==> src/design/ds3_params.svh <==
`ifndef DS3_PARAMS_SVH
`define DS3_PARAMS_SVH
// Contract
// - status scan register mirrors three link pins
// - scan bit 2 shows drive monitor pin
// - scan bit 1 shows clock unlock pin
// - scan bit 0 shows signal loss pin
// - loss pin declares loss, flags change interrupt
// - mode bit 6 set selects DS3 operation
// - DS3 supports C-bit parity and M13 formats
// - M-frame 4760 bits: 56 overhead, 4704 payload
// - payload grouped into 84-bit packets
// - one overhead bit before each packet
// - overhead 2..8 carry F1 C F0 C F0 C F1
// - subframes 5,6,7 lead with M bits 010
// - subframes 1,2 lead X; 3,4 lead P
// - C-bit: AIC NA FEAC; UDL NA UDL
// - C-bit: subframe 3 C bits carry CP parity
// - C-bit: subframe 4 C bits carry FEBE
// - C-bit: subframe 5 DL, 6 and 7 UDL
// - mode bit 2: 0 C-bit parity, 1 M13
// - seven 680-bit subframes of eight 85-bit blocks

// ****************************************************
// register map
// ****************************************************
`define MODE_OFS 8'h00
`define SCAN_OFS 8'h81
`define MODE_RST 8'h00
`define MODE_DS3_BIT 6
`define MODE_FMT_BIT 2
`define SCAN_DM_BIT 2
`define SCAN_UNLOCK_BIT 1
`define SCAN_LOSS_BIT 0

// ****************************************************
// frame geometry
// ****************************************************
`define FRAME_BITS 4760
`define OH_BITS 56
`define PAYLOAD_BITS 4704
`define PKT_BITS 84
`define BIT_LAST 7'h54
`define BLK_LAST 3'h7
`define SF_LAST 3'h6
`define WORD_W 8
`define FIFO_DEPTH 8
`endif

==> src/design/ds3_types_pkg.sv <==
package ds3_types_pkg;
   typedef enum logic {FMT_CBIT, FMT_M13} ds3_format_e;
endpackage

==> src/design/line_sync.sv <==
// ****************************************************
// two-flop synchroniser, one chain per bit
// ****************************************************
module line_sync #(
   parameter int W = 3
) (
   input wire logic clk_i,
   input wire logic rst_i,
   input wire logic [W-1:0] async_i,
   output logic [W-1:0] sync_o
);
   genvar g;
   generate
      for (g = 0; g < W; g++) begin : g_chain
         logic meta_q;
         logic out_q;
         always_ff @(posedge clk_i) begin
            if (rst_i) begin
               meta_q <= 1'b0;
               out_q <= 1'b0;
            end else begin
               meta_q <= async_i[g];
               out_q <= meta_q;
            end
         end
         assign sync_o[g] = out_q;
      end
   endgenerate
endmodule

==> src/design/pay_fifo.sv <==
// ****************************************************
// payload fifo
// ****************************************************
module pay_fifo #(
   parameter int W = 8,
   parameter int DEPTH = 8
) (
   input wire logic clk_i,
   input wire logic rst_i,
   input wire logic [W-1:0] in_data_i,
   input wire logic in_valid_i,
   output logic in_ready_o,
   output logic [W-1:0] out_data_o,
   output logic out_valid_o,
   input wire logic out_ready_i
);
   localparam int AW = $clog2(DEPTH);
   logic [W-1:0] mem_q [DEPTH];
   logic [AW-1:0] wp_q;
   logic [AW-1:0] rp_q;
   logic [AW:0] cnt_q;
   logic push;
   logic pop;

   assign in_ready_o = (cnt_q != DEPTH[AW:0]);
   assign out_valid_o = (cnt_q != '0);
   assign out_data_o = mem_q[rp_q];
   assign push = in_valid_i && in_ready_o;
   assign pop = out_ready_i && out_valid_o;

   always_ff @(posedge clk_i) begin
      if (push) begin
         mem_q[wp_q] <= in_data_i;
      end
   end

   always_ff @(posedge clk_i) begin
      if (rst_i) begin
         wp_q <= '0;
         rp_q <= '0;
         cnt_q <= '0;
      end else begin
         if (push) begin
            wp_q <= (wp_q == AW'(DEPTH - 1)) ? '0 : wp_q + 1'b1;
         end
         if (pop) begin
            rp_q <= (rp_q == AW'(DEPTH - 1)) ? '0 : rp_q + 1'b1;
         end
         if (push && !pop) begin
            cnt_q <= cnt_q + 1'b1;
         end else if (pop && !push) begin
            cnt_q <= cnt_q - 1'b1;
         end
      end
   end
endmodule

==> src/design/ds3_framer_status.sv <==
`include "ds3_params.svh"
module ds3_framer_status (
   input wire logic clk_i,
   input wire logic rst_i,
   input wire logic [7:0] addr_i,
   input wire logic [7:0] wdata_i,
   input wire logic wr_i,
   input wire logic rd_i,
   output logic [7:0] rdata_o,
   input wire logic drive_monitor_status_i,
   input wire logic recovered_clock_unlock_i,
   input wire logic line_signal_loss_i,
   output logic los_declared_o,
   output logic los_change_irq_o,
   output logic ds3_not_e3_select_o,
   output logic m13_select_o,
   output logic [1:0] timing_reference_select_o,
   input wire logic [7:0] pay_data_i,
   input wire logic pay_valid_i,
   output logic pay_ready_o,
   input wire logic x_bit_i,
   input wire logic feac_bit_i,
   input wire logic febe_bit_i,
   input wire logic dl_bit_i,
   input wire logic udl_bit_i,
   input wire logic [6:0] stuff_ctl_i,
   input wire logic tx_bit_en_i,
   output logic tx_data_o,
   output logic tx_oh_o,
   output logic tx_frame_start_o,
   output logic tx_underrun_o
);
   // ****************************************************
   // status pins
   // ****************************************************
   logic [2:0] pins;
   logic [2:0] st;
   logic loss_prev_q;
   logic loss_chg_q;
   logic rd_scan;

   assign pins = {drive_monitor_status_i, recovered_clock_unlock_i,
                  line_signal_loss_i};

   line_sync #(.W(3)) u_sync (
      .clk_i(clk_i),
      .rst_i(rst_i),
      .async_i(pins),
      .sync_o(st)
   );

   assign rd_scan = rd_i && (addr_i == `SCAN_OFS);
   assign los_declared_o = st[`SCAN_LOSS_BIT];
   assign los_change_irq_o = loss_chg_q;

   always_ff @(posedge clk_i) begin
      if (rst_i) begin
         loss_prev_q <= 1'b0;
      end else begin
         loss_prev_q <= st[`SCAN_LOSS_BIT];
      end
   end

   // change flag; a new change wins over the read that clears it
   always_ff @(posedge clk_i) begin
      if (rst_i) begin
         loss_chg_q <= 1'b0;
      end else if (st[`SCAN_LOSS_BIT] != loss_prev_q) begin
         loss_chg_q <= 1'b1;
      end else if (rd_scan) begin
         loss_chg_q <= 1'b0;
      end
   end

   // ****************************************************
   // registers
   // ****************************************************
   logic [7:0] mode_q;
   ds3_types_pkg::ds3_format_e fmt;
   logic ds3_on;

   always_ff @(posedge clk_i) begin
      if (rst_i) begin
         mode_q <= `MODE_RST;
      end else if (wr_i && addr_i == `MODE_OFS) begin
         mode_q <= wdata_i;
      end
   end

   assign ds3_on = mode_q[`MODE_DS3_BIT];
   assign fmt = mode_q[`MODE_FMT_BIT] ? ds3_types_pkg::FMT_M13
                                       : ds3_types_pkg::FMT_CBIT;
   assign ds3_not_e3_select_o = ds3_on;
   assign m13_select_o = mode_q[`MODE_FMT_BIT];
   assign timing_reference_select_o = mode_q[1:0];

   always_ff @(posedge clk_i) begin
      if (rst_i) begin
         rdata_o <= 8'h00;
      end else if (rd_i) begin
         case (addr_i)
            `MODE_OFS: rdata_o <= mode_q;
            `SCAN_OFS: rdata_o <= {5'h00, st};
            default: rdata_o <= 8'h00;
         endcase
      end
   end

   // ****************************************************
   // M-frame position
   // ****************************************************
   logic [6:0] bit_q;
   logic [2:0] blk_q;
   logic [2:0] sf_q;
   logic adv;

   assign adv = tx_bit_en_i && ds3_on;

   always_ff @(posedge clk_i) begin
      if (rst_i || !ds3_on) begin
         bit_q <= 7'h00;
         blk_q <= 3'h0;
         sf_q <= 3'h0;
      end else if (adv) begin
         if (bit_q != `BIT_LAST) begin
            bit_q <= bit_q + 7'h01;
         end else begin
            bit_q <= 7'h00;
            if (blk_q != `BLK_LAST) begin
               blk_q <= blk_q + 3'h1;
            end else begin
               blk_q <= 3'h0;
               sf_q <= (sf_q == `SF_LAST) ? 3'h0 : sf_q + 3'h1;
            end
         end
      end
   end

   // ****************************************************
   // overhead bit selection
   // ****************************************************
   logic oh_bit;
   logic [1:0] c_idx;
   logic par_q;
   logic par_acc_q;

   always_comb begin
      c_idx = 2'(blk_q[2:1] - 2'h1);
      oh_bit = 1'b0;
      case (blk_q)
         3'h0: begin
            if (sf_q < 3'h2) begin
               oh_bit = x_bit_i;
            end else if (sf_q < 3'h4) begin
               oh_bit = par_q;
            end else begin
               oh_bit = (sf_q == 3'h5);
            end
         end
         3'h1, 3'h7: oh_bit = 1'b1;
         3'h3, 3'h5: oh_bit = 1'b0;
         default: begin
            if (fmt == ds3_types_pkg::FMT_M13) begin
               oh_bit = stuff_ctl_i[sf_q];
            end else begin
               case (sf_q)
                  3'h0: oh_bit = (c_idx == 2'h2) ? feac_bit_i : 1'b1;
                  3'h1: oh_bit = (c_idx == 2'h1) ? 1'b1 : udl_bit_i;
                  3'h2: oh_bit = par_q;
                  3'h3: oh_bit = febe_bit_i;
                  3'h4: oh_bit = dl_bit_i;
                  default: oh_bit = udl_bit_i;
               endcase
            end
         end
      endcase
   end

   // ****************************************************
   // payload path
   // ****************************************************
   logic [7:0] f_data;
   logic f_valid;
   logic f_ready;
   logic [7:0] sh_q;
   logic [3:0] sh_cnt_q;
   logic pay_slot;
   logic pay_bit;

   pay_fifo #(.W(`WORD_W), .DEPTH(`FIFO_DEPTH)) u_fifo (
      .clk_i(clk_i),
      .rst_i(rst_i),
      .in_data_i(pay_data_i),
      .in_valid_i(pay_valid_i),
      .in_ready_o(pay_ready_o),
      .out_data_o(f_data),
      .out_valid_o(f_valid),
      .out_ready_i(f_ready)
   );

   assign pay_slot = adv && (bit_q != 7'h00);
   assign f_ready = pay_slot && (sh_cnt_q == 4'h0);
   assign pay_bit = (sh_cnt_q != 4'h0) ? sh_q[7] : (f_valid && f_data[7]);

   always_ff @(posedge clk_i) begin
      if (rst_i) begin
         sh_q <= 8'h00;
         sh_cnt_q <= 4'h0;
      end else if (pay_slot) begin
         if (sh_cnt_q != 4'h0) begin
            sh_q <= {sh_q[6:0], 1'b0};
            sh_cnt_q <= sh_cnt_q - 4'h1;
         end else if (f_valid) begin
            sh_q <= {f_data[6:0], 1'b0};
            sh_cnt_q <= 4'h7;
         end
      end
   end

   // P and CP carry the parity of the previous frame's payload
   always_ff @(posedge clk_i) begin
      if (rst_i) begin
         par_acc_q <= 1'b0;
         par_q <= 1'b0;
      end else if (adv && bit_q == `BIT_LAST && blk_q == `BLK_LAST &&
                   sf_q == `SF_LAST) begin
         par_q <= par_acc_q ^ pay_bit;
         par_acc_q <= 1'b0;
      end else if (pay_slot) begin
         par_acc_q <= par_acc_q ^ pay_bit;
      end
   end

   // ****************************************************
   // line output
   // ****************************************************
   always_ff @(posedge clk_i) begin
      if (rst_i) begin
         tx_data_o <= 1'b0;
         tx_oh_o <= 1'b0;
         tx_frame_start_o <= 1'b0;
      end else if (adv) begin
         tx_data_o <= (bit_q == 7'h00) ? oh_bit : pay_bit;
         tx_oh_o <= (bit_q == 7'h00);
         tx_frame_start_o <= (bit_q == 7'h00) && (blk_q == 3'h0) &&
                             (sf_q == 3'h0);
      end
   end

   always_ff @(posedge clk_i) begin
      if (rst_i) begin
         tx_underrun_o <= 1'b0;
      end else begin
         tx_underrun_o <= f_ready && !f_valid;
      end
   end

   // ****************************************************
   // checks
   // ****************************************************
   property p_scan_bits;
      @(posedge clk_i) disable iff (rst_i)
      rd_scan |=> rdata_o == {5'h00, $past(st)};
   endproperty
   a_scan_bits: assert property (p_scan_bits)
      else $error("scan register does not mirror status pins");

   property p_sync;
      @(posedge clk_i) disable iff (rst_i)
      ##2 st == $past(pins, 2);
   endproperty
   a_sync: assert property (p_sync)
      else $error("status pin latency is not two cycles");

   property p_los_irq;
      @(posedge clk_i) disable iff (rst_i)
      $changed(los_declared_o) |=> los_change_irq_o;
   endproperty
   a_los_irq: assert property (p_los_irq)
      else $error("loss change did not raise interrupt flag");

   property p_ds3_sel;
      @(posedge clk_i) disable iff (rst_i)
      wr_i && addr_i == `MODE_OFS |=>
         ds3_not_e3_select_o == $past(wdata_i[`MODE_DS3_BIT]) &&
         m13_select_o == $past(wdata_i[`MODE_FMT_BIT]);
   endproperty
   a_ds3_sel: assert property (p_ds3_sel)
      else $error("mode write did not select mode and format");

   property p_wrap;
      @(posedge clk_i) disable iff (rst_i)
      adv && bit_q == `BIT_LAST && blk_q == `BLK_LAST && sf_q == `SF_LAST
         |=> bit_q == 7'h00 && blk_q == 3'h0 && sf_q == 3'h0;
   endproperty
   a_wrap: assert property (p_wrap)
      else $error("M-frame did not wrap after last bit");

   property p_oh_flag;
      @(posedge clk_i) disable iff (rst_i)
      adv |=> tx_oh_o == ($past(bit_q) == 7'h00);
   endproperty
   a_oh_flag: assert property (p_oh_flag)
      else $error("overhead marker misplaced");

   property p_fbits;
      @(posedge clk_i) disable iff (rst_i)
      adv && bit_q == 7'h00 && blk_q[0] |=>
         tx_data_o == ($past(blk_q) == 3'h1 || $past(blk_q) == 3'h7);
   endproperty
   a_fbits: assert property (p_fbits)
      else $error("F bit value wrong");

   property p_mbits;
      @(posedge clk_i) disable iff (rst_i)
      adv && bit_q == 7'h00 && blk_q == 3'h0 && sf_q > 3'h3 |=>
         tx_data_o == ($past(sf_q) == 3'h5);
   endproperty
   a_mbits: assert property (p_mbits)
      else $error("M bit value wrong");

   property p_m13;
      @(posedge clk_i) disable iff (rst_i)
      adv && bit_q == 7'h00 && blk_q == 3'h2 && m13_select_o |=>
         tx_data_o == $past(stuff_ctl_i[sf_q]);
   endproperty
   a_m13: assert property (p_m13)
      else $error("M13 C bit is not stuff control");

   property p_cp;
      @(posedge clk_i) disable iff (rst_i)
      adv && bit_q == 7'h00 && blk_q == 3'h4 && sf_q == 3'h2 &&
         !m13_select_o |=> tx_data_o == $past(par_q);
   endproperty
   a_cp: assert property (p_cp)
      else $error("CP bit does not carry parity");
endmodule

==> config.mk <==
export PLATFORM = sky130hd
export DESIGN_NAME = ds3_framer_status
export DESIGN_NICKNAME = d
export VERILOG_FILES = /design/src/design/ds3_types_pkg.sv /design/src/design/line_sync.sv /design/src/design/pay_fifo.sv /design/src/design/ds3_framer_status.sv
export VERILOG_INCLUDE_DIRS = /design/src /design/src/design
export SDC_FILE = /design/constraint.sdc
export NUM_CORES = 1
export LEC_CHECK = 0
export BUFFER_PORTS_ARGS = -buffer_cell sky130_fd_sc_hd__buf_4
export CORE_MARGIN = 8
export CORE_UTILIZATION = 35
export CTS_CLUSTER_DIAMETER = 150
export DETAILED_ROUTE_END_ITERATION = 10
export PLACE_DENSITY = 0.52
export SYNTH_ARGS = -nofsm -noshare
export SYNTH_HDL_FRONTEND = slang
export SYNTH_HIERARCHICAL = 1
export SYNTH_SLANG_ARGS = --single-unit
==> constraint.sdc <==
create_clock -name clk_i -period 5 [get_ports clk_i]
set_input_delay 0.25 -clock clk_i [delete_from_list [all_inputs] [get_ports clk_i]]
set_output_delay 0.25 -clock clk_i [all_outputs]
set_load 0.005 [all_outputs]
After elaboration in Yosys (flattened, before gate mapping)
Memories as Yosys holds them, arrays and structs flattened. A register that Yosys moved wholly into a read port is not among the register bits.
Index checks and enable logic that the tools add are counted.

storage, ports and cells
  register bits = 65
  memory bits (writable) = 64
  input bits = 45
  output and inout bits = 19
  logic and storage cells = 128
  memories = 1

cells by class
  $add $sub $neg = 9
  magnitude comparators = 3
  equal/unequal tests = 20
  multiplexer cells = 30
  bitwise logic cells = 3
  reductions and logical operators = 38

memories
  name          words  width  rd ports  clocked after Yosys merged registers in  wr ports  RTL line        text
  u_fifo.mem_q  8      8      1         1                                        1         pay_fifo.sv:18  logic [W-1:0] mem_q [DEPTH];

operators by type and width
  kind                                              count
  == test 3 bit, second input constant              7
  2-to-1 mux 3 bit                                  6
  logical AND 1 bit                                 16
  2-to-1 mux 4 bit                                  4
  2-to-1 mux 8 bit                                  2
  one-hot mux 8 bit (2 select lines)                1
  2-to-1 mux 1 bit                                  13
  adder 3 x 1 -> 3 bit, second input constant       4
  == test 3 x 2 -> 1 bit, second input constant     3
  == test 8 bit, second input constant              1
  logical NOT 8 bit                                 1
  nonzero test 4 bit                                2
  subtractor 4 x 1 -> 4 bit, second input constant  2
  adder 7 x 1 -> 7 bit, second input constant       1
  == test 7 bit, second input constant              1
  logical NOT 7 bit                                 1
  2-to-1 mux 7 bit                                  1
  inequality test 7 bit, second input constant      1
  nonzero test 7 bit                                1
  == test 3 x 1 -> 1 bit, second input constant     2
  logical NOT 3 bit                                 2
  nonzero test 2 bit                                3
  OR reduction 2 bit                                3
  one-hot mux 1 bit (5 select lines)                1
  other kinds (19)                                  24

Depth between registers and ports, before layout
Gate-level depths: netlist of run 1.

  word-level depth = 7
  depth in mapped cells = 13
  depth with buffers taken out = 13

Hierarchy
Netlist of run 1, hierarchy kept.

modules (own cells, without submodules)
  module             instances  cells each  area an instance (um^2)  seq. area each (um^2)
  pay_fifo           1          168         3126.7                   2182.1
  ds3_framer_status  1          268         2272.2                   960.9
  line_sync          1          15          180.2                    120.1

Worst setup path after synthesis of run 1
Ideal clock, no wire load.

  path type = register -> register
  from = reg bit_q[0]
  to = reg u_fifo.cnt_q[3]
  library setup time = 0.121 ns
  data arrival time = 3.125 ns
  data required time = 4.879 ns
  slack = 1.754 ns
  stages on the path, launching flop included = 14
  buffers on the path = 0
  period minus slack after synthesis = 3.246 ns
  cell sequence = dfxtp_1 inv_1 ha_1 or3b_1 o41ai_1 nor2_1 nand2_1 ha_1 inv_1 ha_1 a21oi_1 a211oi_1 a31oi_1 mux2_2

between the ends
  word-level cells in the longest chain between the ends = 7
  elaborated cells on any way between the ends = 9
  those cells by class = mux (1); reduce/logical (8)

ends and longest elaborated chain
  item                                                           RTL line                  text
  start, declared                                                ds3_framer_status.sv:112  logic [6:0] bit_q;
  start signal, assigned                                         ds3_framer_status.sv:126  bit_q <= bit_q + 7'h01;
  nonzero test 7 bit (*)                                         ds3_framer_status.sv:201  assign pay_slot = adv && (bit_q != 7'h00);
  logical AND 1 bit (*)                                          ds3_framer_status.sv:201
  logical AND 1 bit (*)                                          ds3_framer_status.sv:202  assign f_ready = pay_slot && (sh_cnt_q == 4'h0);
  net f_ready                                                    ds3_framer_status.sv:184  logic f_ready;
  logical AND 1 bit (*)                                          pay_fifo.sv:29            assign pop = out_ready_i && out_valid_o;
  logical NOT 1 bit                                              pay_fifo.sv:49            if (push && !pop) begin
  logical AND 1 bit                                              pay_fifo.sv:49
  2-to-1 mux 4 bit / nonzero test 2 bit (equally long branches)  --
  end signal, assigned                                           pay_fifo.sv:50            cnt_q <= cnt_q + 1'b1;
  end signal, assigned                                           pay_fifo.sv:52            cnt_q <= cnt_q - 1'b1;
  end, declared                                                  pay_fifo.sv:21            logic [AW:0] cnt_q;

Mark *: on every way through the listed nets, which the timed path passes. The rest lies on a longest branch.
A chain may end at the register's enable or synchronous reset.

Worst setup path in the final report of run 1
Same ends and word-level chain as after synthesis.

==> impl_metrics.ini, run 1 <==
[outcome]
status = finished, final reports clean

[synthesis]
synth_ff_type = dfxtp_1
synth_top_cell_by_area = edfxtp_1
ys_seq_area_frac = 0.585
synthCells = 451
syn-cell-area_mm2 = 0.00558
synth_fp_nets = 512
synthTopCellsByArea = edfxtp_1 (34%), dfxtp_1 (24%), mux4_1 (7.1%)
synth_cell_types = 53
synth-seq-cells = 131
avgSynthCellArea_um2 = 12.4
synthArstFlopShare = 0
ys.warnings.count = 6
synth_edf_count = 64
synth_top_cell_area_share = 0.344

[die]
ios = 64
die_h_um = 142
die-area_mm2 = 0.0202
fp.coreArea_mm2 = 0.0157
start_util = 0.355
num_rows = 46
die_x_um = 142

[timing]
min_period_over_period = 0.632
max_freq_mhz = 317
setup_ws_ns = 1.84
slew_headroom = 0.340
fin_crit_ns = 3.16
worst_pin_slew_ns = 0.986
drv_slew = 0
rsz0062_at_grt = false
setup_viol = 0
hold_viol_final = 0
fin_worst_skew_ns = 0.00857
fin_setup_tns_ns = 0

[layout]
multi_input_area_mm2 = 0.00215
layout_common_cells = dfxtp_1 (67), buf_4 (66), edfxtp_1 (64), nor2_1 (58), nand2_1 (38)
num_antenna_cells = 0
final_common_cell = dfxtp_1
nFillCells = 1469
seqCellArea_mm2 = 0.00326
layout-drive-gt1-share = 0.214
area_growth_pct = 21.5
nets = 572

[global_routing]
grt_max_degree = 55
overflow = 0
grt_util_all_layers = 0.120
antenna_found_initial = 0
grt_pass1_vias = 3622
grt_first_pass_wirelength_um = 18700

[pwr]
p_leak_nw = 2.50
p_per_area_mw_per_mm2 = 375
vdd_drop_max_v = 0.000246

[clocking]
cts_tree = done
postCtsSetupBuffers = 0
root_buffer = clkbuf_16
clockBufferDepth = 2
cts_made_buffers = 17
cts.sinks = 131
clk_pin_slew_worst_paths_ns = 0.06
ctsResizeCount = 0
cts_htree_levels = 4
clk_latency_ns = 0.41
cts_hold_buffers = 0

[routing]
drc_errors = 0
wl_per_cell_um = 15.4
drt-initial-drc-count = 224
ant_nets = 0
drtPass1Iterations = 4
wirelength_um = 11400
routed_via_density = 4.89
num_vias = 3618

[place]
routabilityCongestion = 0.791
dp_worst_setup_slack_ns = 1.84
io_buffers = 63
hpwl_um = 7770

[critical_path]
cp.arrival_ns = 3.46
cp.required_ns = 5.30
startpoint_type = flip-flop
endpoint_kind = flip-flop
path_class = flip-flop to flip-flop
cp_max_fo = 6

[flow_run]
max_cap_viol_count = 0

[min_path]
hold_path_class = input pin to flip-flop
==> critical path, stage by stage, from the launching register on <==
cell and delay (ns):
dfxtp_1 0.34, inv_1 0.07, ha_1 0.12, or3b_1 0.37, o41ai_1 0.28, buf_4 0.21
nor2_1 0.07, nand2_1 0.14, ha_1 0.19, inv_1 0.09, ha_1 0.33, a21oi_1 0.21
a211oi_1 0.10, a31oi_1 0.19, mux2_2 0.35
==> synth_stat cells, types with 2 or more instances <==
cell	count
a22oi_1	5
o211ai_1	4
or4_1	2
a21oi_1	21
nand2_1	38
mux4_1	15
nor4_1	3
buf_4	5
a311oi_1	6
a222oi_1	3
o21ai_0	5
nand3_1	7
nor3b_1	3
and3_1	4
mux2_2	9
dfxtp_1	67
inv_1	12
or3_1	2
a211oi_1	4
xor2_1	5
nor3_1	12
or3b_1	3
buf_2	4
clkbuf_1	13
ha_1	15
mux2i_1	14
nor2_1	58
edfxtp_1	64
o22ai_1	4
xnor2_1	7
nand2b_1	5
nor2b_1	10
mux4_2	2
==> final timing paths <==
path | start | to | slack (ns) | cells after the start
max reg2reg | bit_q[0] | u_fifo/cnt_q[3] | 1.84 | 14
max | bit_q[0] | u_fifo/cnt_q[3] | 1.84 | 14
min reg2reg | u_sync/g_chain[0].meta_q | u_sync/g_chain[0].out_q | 0.43 | 1
min | recovered_clock_unlock_i | u_sync/g_chain[1].meta_q | 0.05 | 2
==> flip-flops by register name, indices dropped and copies added (netlist names), 3 cells and up, named ones only <==
| name | cells |
|---|---|
| u_fifo/mem_q | 64 |
| mode_q | 8 |
| rdata_o | 8 |
| bit_q | 7 |
| sh_q | 7 |
| sh_cnt_q | 4 |
| u_fifo/cnt_q | 4 |
| blk_q | 3 |
| sf_q | 3 |
| u_fifo/rp_q | 3 |
| u_fifo/wp_q | 3 |
| u_sync/g_chain.meta_q | 3 |
| u_sync/g_chain.out_q | 3 |
==> layer usage <==
metal | vias up | wire length (um) | global-route usage
met2 | 99 | 5480 | 0.197
met3 | 10 | 760 | 0.0376
met1 | 1728 | 5010 | 0.141
li1 | 1781 | - | -
met4 | 0 | 127 | 0.0543
met5 | - | 0 | 0
==> per-stage QoR <==
step | hold slack [ns] | utilization | instances | instance area [um^2] | power [mW]
final | 0.0533 | 0.431 | 740 | 6780 | 2.54
after global routing | 0.0428 | 0.431 | 740 | 6780 | 2.65
after CTS | 0.0353 | 0.431 | 740 | 6780 | 2.58
after detailed placement | 0.423 | 0.396 | 708 | 6220 | 1.41
after global placement | 0.420 | 0.396 | 708 | 6220 | 1.40
after floorplan | 0.322 | - | 451 | 5580 | 1.33
==> power breakdown <==
part	switching [mW]	internal, mW	total (mW)
clock	0.433	0.727	1.16
sequential	0.0220	1.16	1.19
combinational	0.100	0.0963	0.197
total	0.555	1.99	2.54
==> cells by family after synthesis <==
family                   count (synthesis)  share of synthesized area
AND/OR/NAND/NOR                        158                      0.136
flip-flops                             131                      0.585
AO/OA/AOI/OAI                           57                     0.0677
XOR/XNOR                                12                     0.0188
buffers and inverters                   37                     0.0334
adder cells (fa/ha/maj)                 16                     0.0372
multiplexers                            40                      0.122
==> layout make-up <==
| class | count | area share |
|---|---|---|
| flip-flops and latches | 131 | 0.482 |
| multi-input cells | 283 | 0.317 |
| repair buffers | 66 | 0.0731 |
| clock buffers | 21 | 0.0650 |
| well taps | 216 | 0.0399 |
| clock inverters | 11 | 0.0166 |
| inverters | 12 | 0.00665 |
Power figures use the tool's default switching activity.
==> inputs of run 2 (changes only) <==
ABC_AREA = 1   (was default)
PLACE_DENSITY = 0.54   (was 0.52)
clock period = 2.8 ns   (was 5 ns; I/O delays follow)
==> impl_metrics.ini, run 2 <==
[place]
hpwl_um = 9270
dp_worst_setup_slack_ns = 0.249
io_buffers = 63
routabilityCongestion = 0.813

[synthesis]
ys_seq_area_frac = 0.547
avgSynthCellArea_um2 = 8.76
yosys.area_share.adder = 0.0348
synth_top_cell_by_area = edfxtp_1
synthCells = 681
synth_top_family_by_area = simple AND/OR/NAND/NOR gates
synth-seq-cells = 131
synthArstFlopShare = 0
synth_ff_type = dfxtp_1
synth_top_cell_area_share = 0.322
synthTopCellsByArea = edfxtp_1 (32%), dfxtp_1 (22%), nor2_1 (9.3%)
ys.warnings.count = 6
synth-compound-area-share = 0.107
syn-cell-area_mm2 = 0.00597
yosysMostFrequentCell = nor2_1
synth_fp_nets = 742
ys_top_cells_by_count = nor2_1 (148), nand2_1 (120), dfxtp_1 (67)
yosys.area_share.xor_xnor = 0.00734
synth_edf_count = 64
yosys.area_share.simple = 0.229
synth_cell_types = 43
muxShareOfSynthArea = 0

[die]
fp.coreArea_mm2 = 0.0166
die_h_um = 147
num_rows = 47
die-area_mm2 = 0.0215
start_util = 0.359
die_x_um = 147
ios = 64

[min_path]
hold_depth = 3
min_to = bit_q[1]
hold_start = tx_bit_en_i
hold_path_class = input pin to flip-flop

[clocking]
cts_htree_levels = 4
cts.sinks = 131
clk_pin_slew_worst_paths_ns = 0.06
cts_made_buffers = 17
clk_latency_ns = 0.42
root_buffer = clkbuf_16
cts_hold_buffers = 20
postCtsSetupBuffers = 0
ctsResizeCount = 0
cts_tree = done
clockBufferDepth = 2

[critical_path]
endpoint_kind = flip-flop
cp.required_ns = 3.12
cp_max_fo = 5
worst-r2r-cell-count = 16
r2r_slack_ns = 0.24
cp.arrival_ns = 2.87
timing.rr.end = u_fifo/cnt_q[3]
rr_startpoint = bit_q[1]
startpoint_type = flip-flop
path_class = flip-flop to flip-flop

[routing]
wl_per_cell_um = 13.3
num_vias = 4627
routed_via_density = 4.62
drc_errors = 0
wirelength_um = 13300
drt-initial-drc-count = 252
drtPass1Iterations = 4
ant_nets = 0

[layout]
layout-drive-gt1-share = 0.183
largestRegisters = u_fifo/mem_q: 64 flops, mode_q: 8 flops, rdata_o: 8 flops
area_growth_pct = 23.7
nFillCells = 1589
nets = 831
top_register = u_fifo/mem_q
layout_common_cells = nor2_1 (148), nand2_1 (120), buf_4 (74), dfxtp_1 (67), edfxtp_1 (64)
final_common_cell = nor2_1
num_antenna_cells = 0
largest_register_ffs = 64

[timing]
setup_ws_ns = 0.243
slew_headroom = 0.544
fin_worst_skew_ns = 0.0118
max_freq_mhz = 391
worst_pin_slew_ns = 0.684
hold_viol_final = 0
min_period_over_period = 0.913
fin_crit_ns = 2.56
fin_setup_tns_ns = 0
drv_slew = 0
setup_viol = 0
rsz0062_at_grt = false
fin_hold_ws_ns = 0.0309

[global_routing]
grt_first_pass_wirelength_um = 22600
grt_util_all_layers = 0.131
grt_max_degree = 33
overflow = 0
antenna_found_initial = 0
grt_pass1_vias = 4700

[pwr]
vdd_drop_max_v = 0.000473
p_per_area_mw_per_mm2 = 620
p_leak_nw = 3.01

[outcome]
status = finished, final reports clean

[flow_run]
max_cap_viol_count = 0
run 2: cell count changes after synthesis, sizes merged, moves of 8 or more:
cell / before / now
a21oi: 21 / 33
buf: 12 / 20
clkbuf: 13 / 4
inv: 12 / 67
mux2: 9 / 0
mux2i: 14 / 0
mux4: 17 / 0
nand2: 39 / 131
nand3: 7 / 21
nor2: 59 / 151
nor2b: 10 / 0
o21ai: 5 / 73
run 2: power breakdown:
group / switching, mW / leakage, nW / internal, mW
Combinational: 0.194 / 1.62 / 0.156
Clock: 0.820 / 0.266 / 1.30
Sequential: 0.0307 / 1.12 / 2.07
Total: 1.05 / 3.01 / 3.53
run 2: metrics by stage:
step / util / instance area, um^2 / total power [mW] / std cells
finish: 0.443 / 7380 / 4.57 / 1002
global route: 0.443 / 7380 / 4.76 / 1002
CTS: 0.443 / 7380 / 4.64 / 1002
detailed placement: 0.397 / 6620 / 2.48 / 951
global placement: 0.397 / 6620 / 2.46 / 951
floorplan: - / 5970 / 2.33 / 681
run 2: cell families (layout without fill, tap and decap cells):
kind of cell    after synthesis  in the layout
compound gates              116            116
xor+xnor                      5              5
fa+ha+maj                    16             16
buf+inv                      93            194
flops                       131            131
simple gates                320            320
run 2: worst max path at each step:
stage                      startpoint              end  slack, ns  cells past startpoint
after global routing         bit_q[1]  u_fifo/cnt_q[3]      0.002                     16
final                        bit_q[1]  u_fifo/cnt_q[3]       0.24                     16
after floorplan           sh_cnt_q[0]  u_fifo/cnt_q[3]       0.45                     15
after detailed placement     bit_q[1]  u_fifo/cnt_q[3]       0.25                     16
after CTS                 sh_cnt_q[0]  u_fifo/cnt_q[3]       0.25                     15
after global placement       bit_q[1]  u_fifo/cnt_q[3]       0.36                     16
run 2: routing by layer:
metal,GRT usage,wire length [um],up-vias
met1,0.151,5940,2105
met4,0.0551,229,0
met5,0,0,-
li1,-,-,2401
met3,0.0362,578,20
met2,0.225,6570,101
run 2: final cells by class:
| cell class | instances | area, um^2 | share of cell area |
|---|---|---|---|
| clock buffer | 18 | 429 | 0.0582 |
| clock inverter | 13 | 134 | 0.0181 |
| inverter | 69 | 264 | 0.0358 |
| multi-input combinational | 457 | 2260 | 0.306 |
| sequential | 131 | 3260 | 0.442 |
| tap | 220 | 275 | 0.0373 |
| timing repair buffer | 94 | 756 | 0.102 |
run 2: critical path, stage by stage (launching register included):
cell,delay [ns]
dfxtp_1,0.40
inv_1,0.07
ha_1,0.17
inv_1,0.09
nor3_2,0.05
nand2_1,0.08
nand2_2,0.09
nor2_1,0.22
nand2_2,0.12
ha_1,0.20
inv_1,0.13
ha_1,0.27
or2_2,0.32
nand3_1,0.09
nand3_1,0.07
nand2_1,0.05
inv_1,0.03
==> inputs of run 3 (changes only) <==
CORE_UTILIZATION = 30   (was 35)
PLACE_DENSITY = 0.48   (was 0.54)
==> impl_metrics.ini, run 3 (synthesized netlist as in run 2, its figures left out) <==
[layout]
nFillCells = 1978
layout-drive-gt1-share = 0.190
nets = 829
largestRegisters = u_fifo/mem_q: 64 flops, mode_q: 8 flops, rdata_o: 8 flops
layout_common_cells = nor2_1 (148), nand2_1 (120), buf_4 (75), dfxtp_1 (67), edfxtp_1 (64)
largest_register_ffs = 64
final_common_cell = nor2_1
num_antenna_cells = 0
area_growth_pct = 25.4
top_register = u_fifo/mem_q

[flow_run]
max_cap_viol_count = 0

[critical_path]
cp.arrival_ns = 2.84
path_class = flip-flop to flip-flop
crit_family = simple AND/OR/NAND/NOR gates
r2r_slack_ns = 0.27
cp.required_ns = 3.12
startpoint_type = flip-flop
rr_startpoint = sh_cnt_q[0]
path_buf_inv = 5
cp_max_fo = 5
timing.rr.end = u_fifo/cnt_q[3]
endpoint_kind = flip-flop
crit_chain = inv_1 -> ha_1 -> inv_1 -> nor3_4 -> inv_2 -> nor2_1 -> nand2_2 -> ha_1 -> inv_1 -> ha_1 -> or2_2 -> nand3_1 -> nand3_1 -> nand2_1 -> inv_1
worst-r2r-cell-count = 15
crit_slowest_cell = or2_2
crit_path_frequent_cell = inv_1
slowest_delay_ns = 0.32

[die]
die_h_um = 157
die_x_um = 157
start_util = 0.307
fp.coreArea_mm2 = 0.0195
ios = 64
num_rows = 51
die-area_mm2 = 0.0247

[global_routing]
grt_first_pass_wirelength_um = 22600
antenna_found_initial = 0
grt_max_degree = 33
grt_pass1_vias = 4539
overflow = 0
grt_util_all_layers = 0.118

[timing]
setup_viol = 0
rsz0062_at_grt = false
drv_slew = 0
fin_worst_skew_ns = 0.00892
fin_setup_tns_ns = 0
hold_viol_final = 0
fin_crit_ns = 2.53
max_freq_mhz = 396
worst_pin_slew_ns = 0.559
setup_ws_ns = 0.274
min_period_over_period = 0.902
slew_headroom = 0.627

[routing]
drt-initial-drc-count = 228
ant_nets = 0
wl_per_cell_um = 13.3
drc_errors = 0
num_vias = 4614
drtPass1Iterations = 5
routed_via_density = 4.41
wirelength_um = 13900

[clocking]
root_buffer = clkbuf_16
cts_htree_levels = 4
clk_latency_ns = 0.42
clk_pin_slew_worst_paths_ns = 0.06
cts_made_buffers = 17
cts.sinks = 131
cts_tree = done
postCtsSetupBuffers = 0
clockBufferDepth = 2

[place]
routabilityCongestion = 0.840
io_buffers = 63
hpwl_um = 9670
dp_worst_setup_slack_ns = 0.237

[pwr]
p_leak_nw = 3.05
p_per_area_mw_per_mm2 = 645
vdd_drop_max_v = 0.000424

[outcome]
status = finished, final reports clean

[min_path]
min_to = mode_q[7]
hold_start = wdata_i[7]
hold_depth = 3
hold_path_class = input pin to flip-flop
run 3: area by class of cell:
cell class,instances,area [um^2],area share
flip-flops and latches,131,3260,0.436
multi-input cells,457,2260,0.302
repair buffers,92,733,0.0980
clock buffers,22,489,0.0654
well taps,265,332,0.0443
inverters,69,264,0.0353
clock inverters,10,144,0.0192
run 3: worst max path at each step:
stage,startpoint,endpoint,slack [ns],cells after the start
2_1_floorplan,sh_cnt_q[0],u_fifo/cnt_q[3],0.45,15
3_3_place_gp,sh_cnt_q[0],u_fifo/cnt_q[3],0.35,15
3_5_place_dp,sh_cnt_q[0],u_fifo/cnt_q[3],0.24,15
4_1_cts,sh_cnt_q[0],u_fifo/cnt_q[3],0.25,15
5_1_grt,bit_q[1],u_fifo/cnt_q[3],0.07,16
6_report,sh_cnt_q[0],u_fifo/cnt_q[3],0.27,15
run 3: repair_timing:
| action | CTS | global route |
|---|---|---|
| hold endpoints to repair | 74 | 0 |
| hold buffers | 17 | 0 |
| gates resized for setup | 0 | 0 |
run 3: power breakdown:
part	leakage, nW	internal (mW)	total, mW	switching [mW]
registers	1.12	2.07	2.10	0.0318
clock network	0.312	1.52	2.36	0.842
logic	1.61	0.154	0.355	0.201
total	3.05	3.75	4.82	1.08
run 3: layer usage:
layer  track usage  routed length, um  vias to the layer above
met3        0.0367                861                       20
met1         0.141               6480                     2101
met5             0                  0                        -
met4        0.0476                246                        0
met2         0.192               6350                      111
li1              -                  -                     2382
run 3: metrics by stage:
stage | hold WS, ns | total power, mW | utilization | area, um^2 | std cells
2_1_floorplan | 0.209 | 2.33 | - | 5970 | 681
3_3_place_gp | 0.344 | 2.48 | 0.343 | 6680 | 997
4_1_cts | 0.00666 | 4.87 | 0.384 | 7480 | 1046
6_report | 0.0175 | 4.82 | 0.384 | 7480 | 1046
5_1_grt | 0.0184 | 5.02 | 0.384 | 7480 | 1046
3_5_place_dp | 0.350 | 2.48 | 0.343 | 6680 | 997
run 3: worst reg2reg max path, stage by stage (launching register included):
cell     delay (ns)
dfxtp_1        0.29
inv_1          0.12
ha_1           0.21
inv_1          0.07
nor3_4         0.14
inv_2          0.07
nor2_1         0.22
nand2_2        0.12
ha_1           0.21
inv_1          0.12
ha_1           0.26
or2_2          0.32
nand3_1        0.10
nand3_1        0.08
nand2_1        0.06
inv_1          0.03
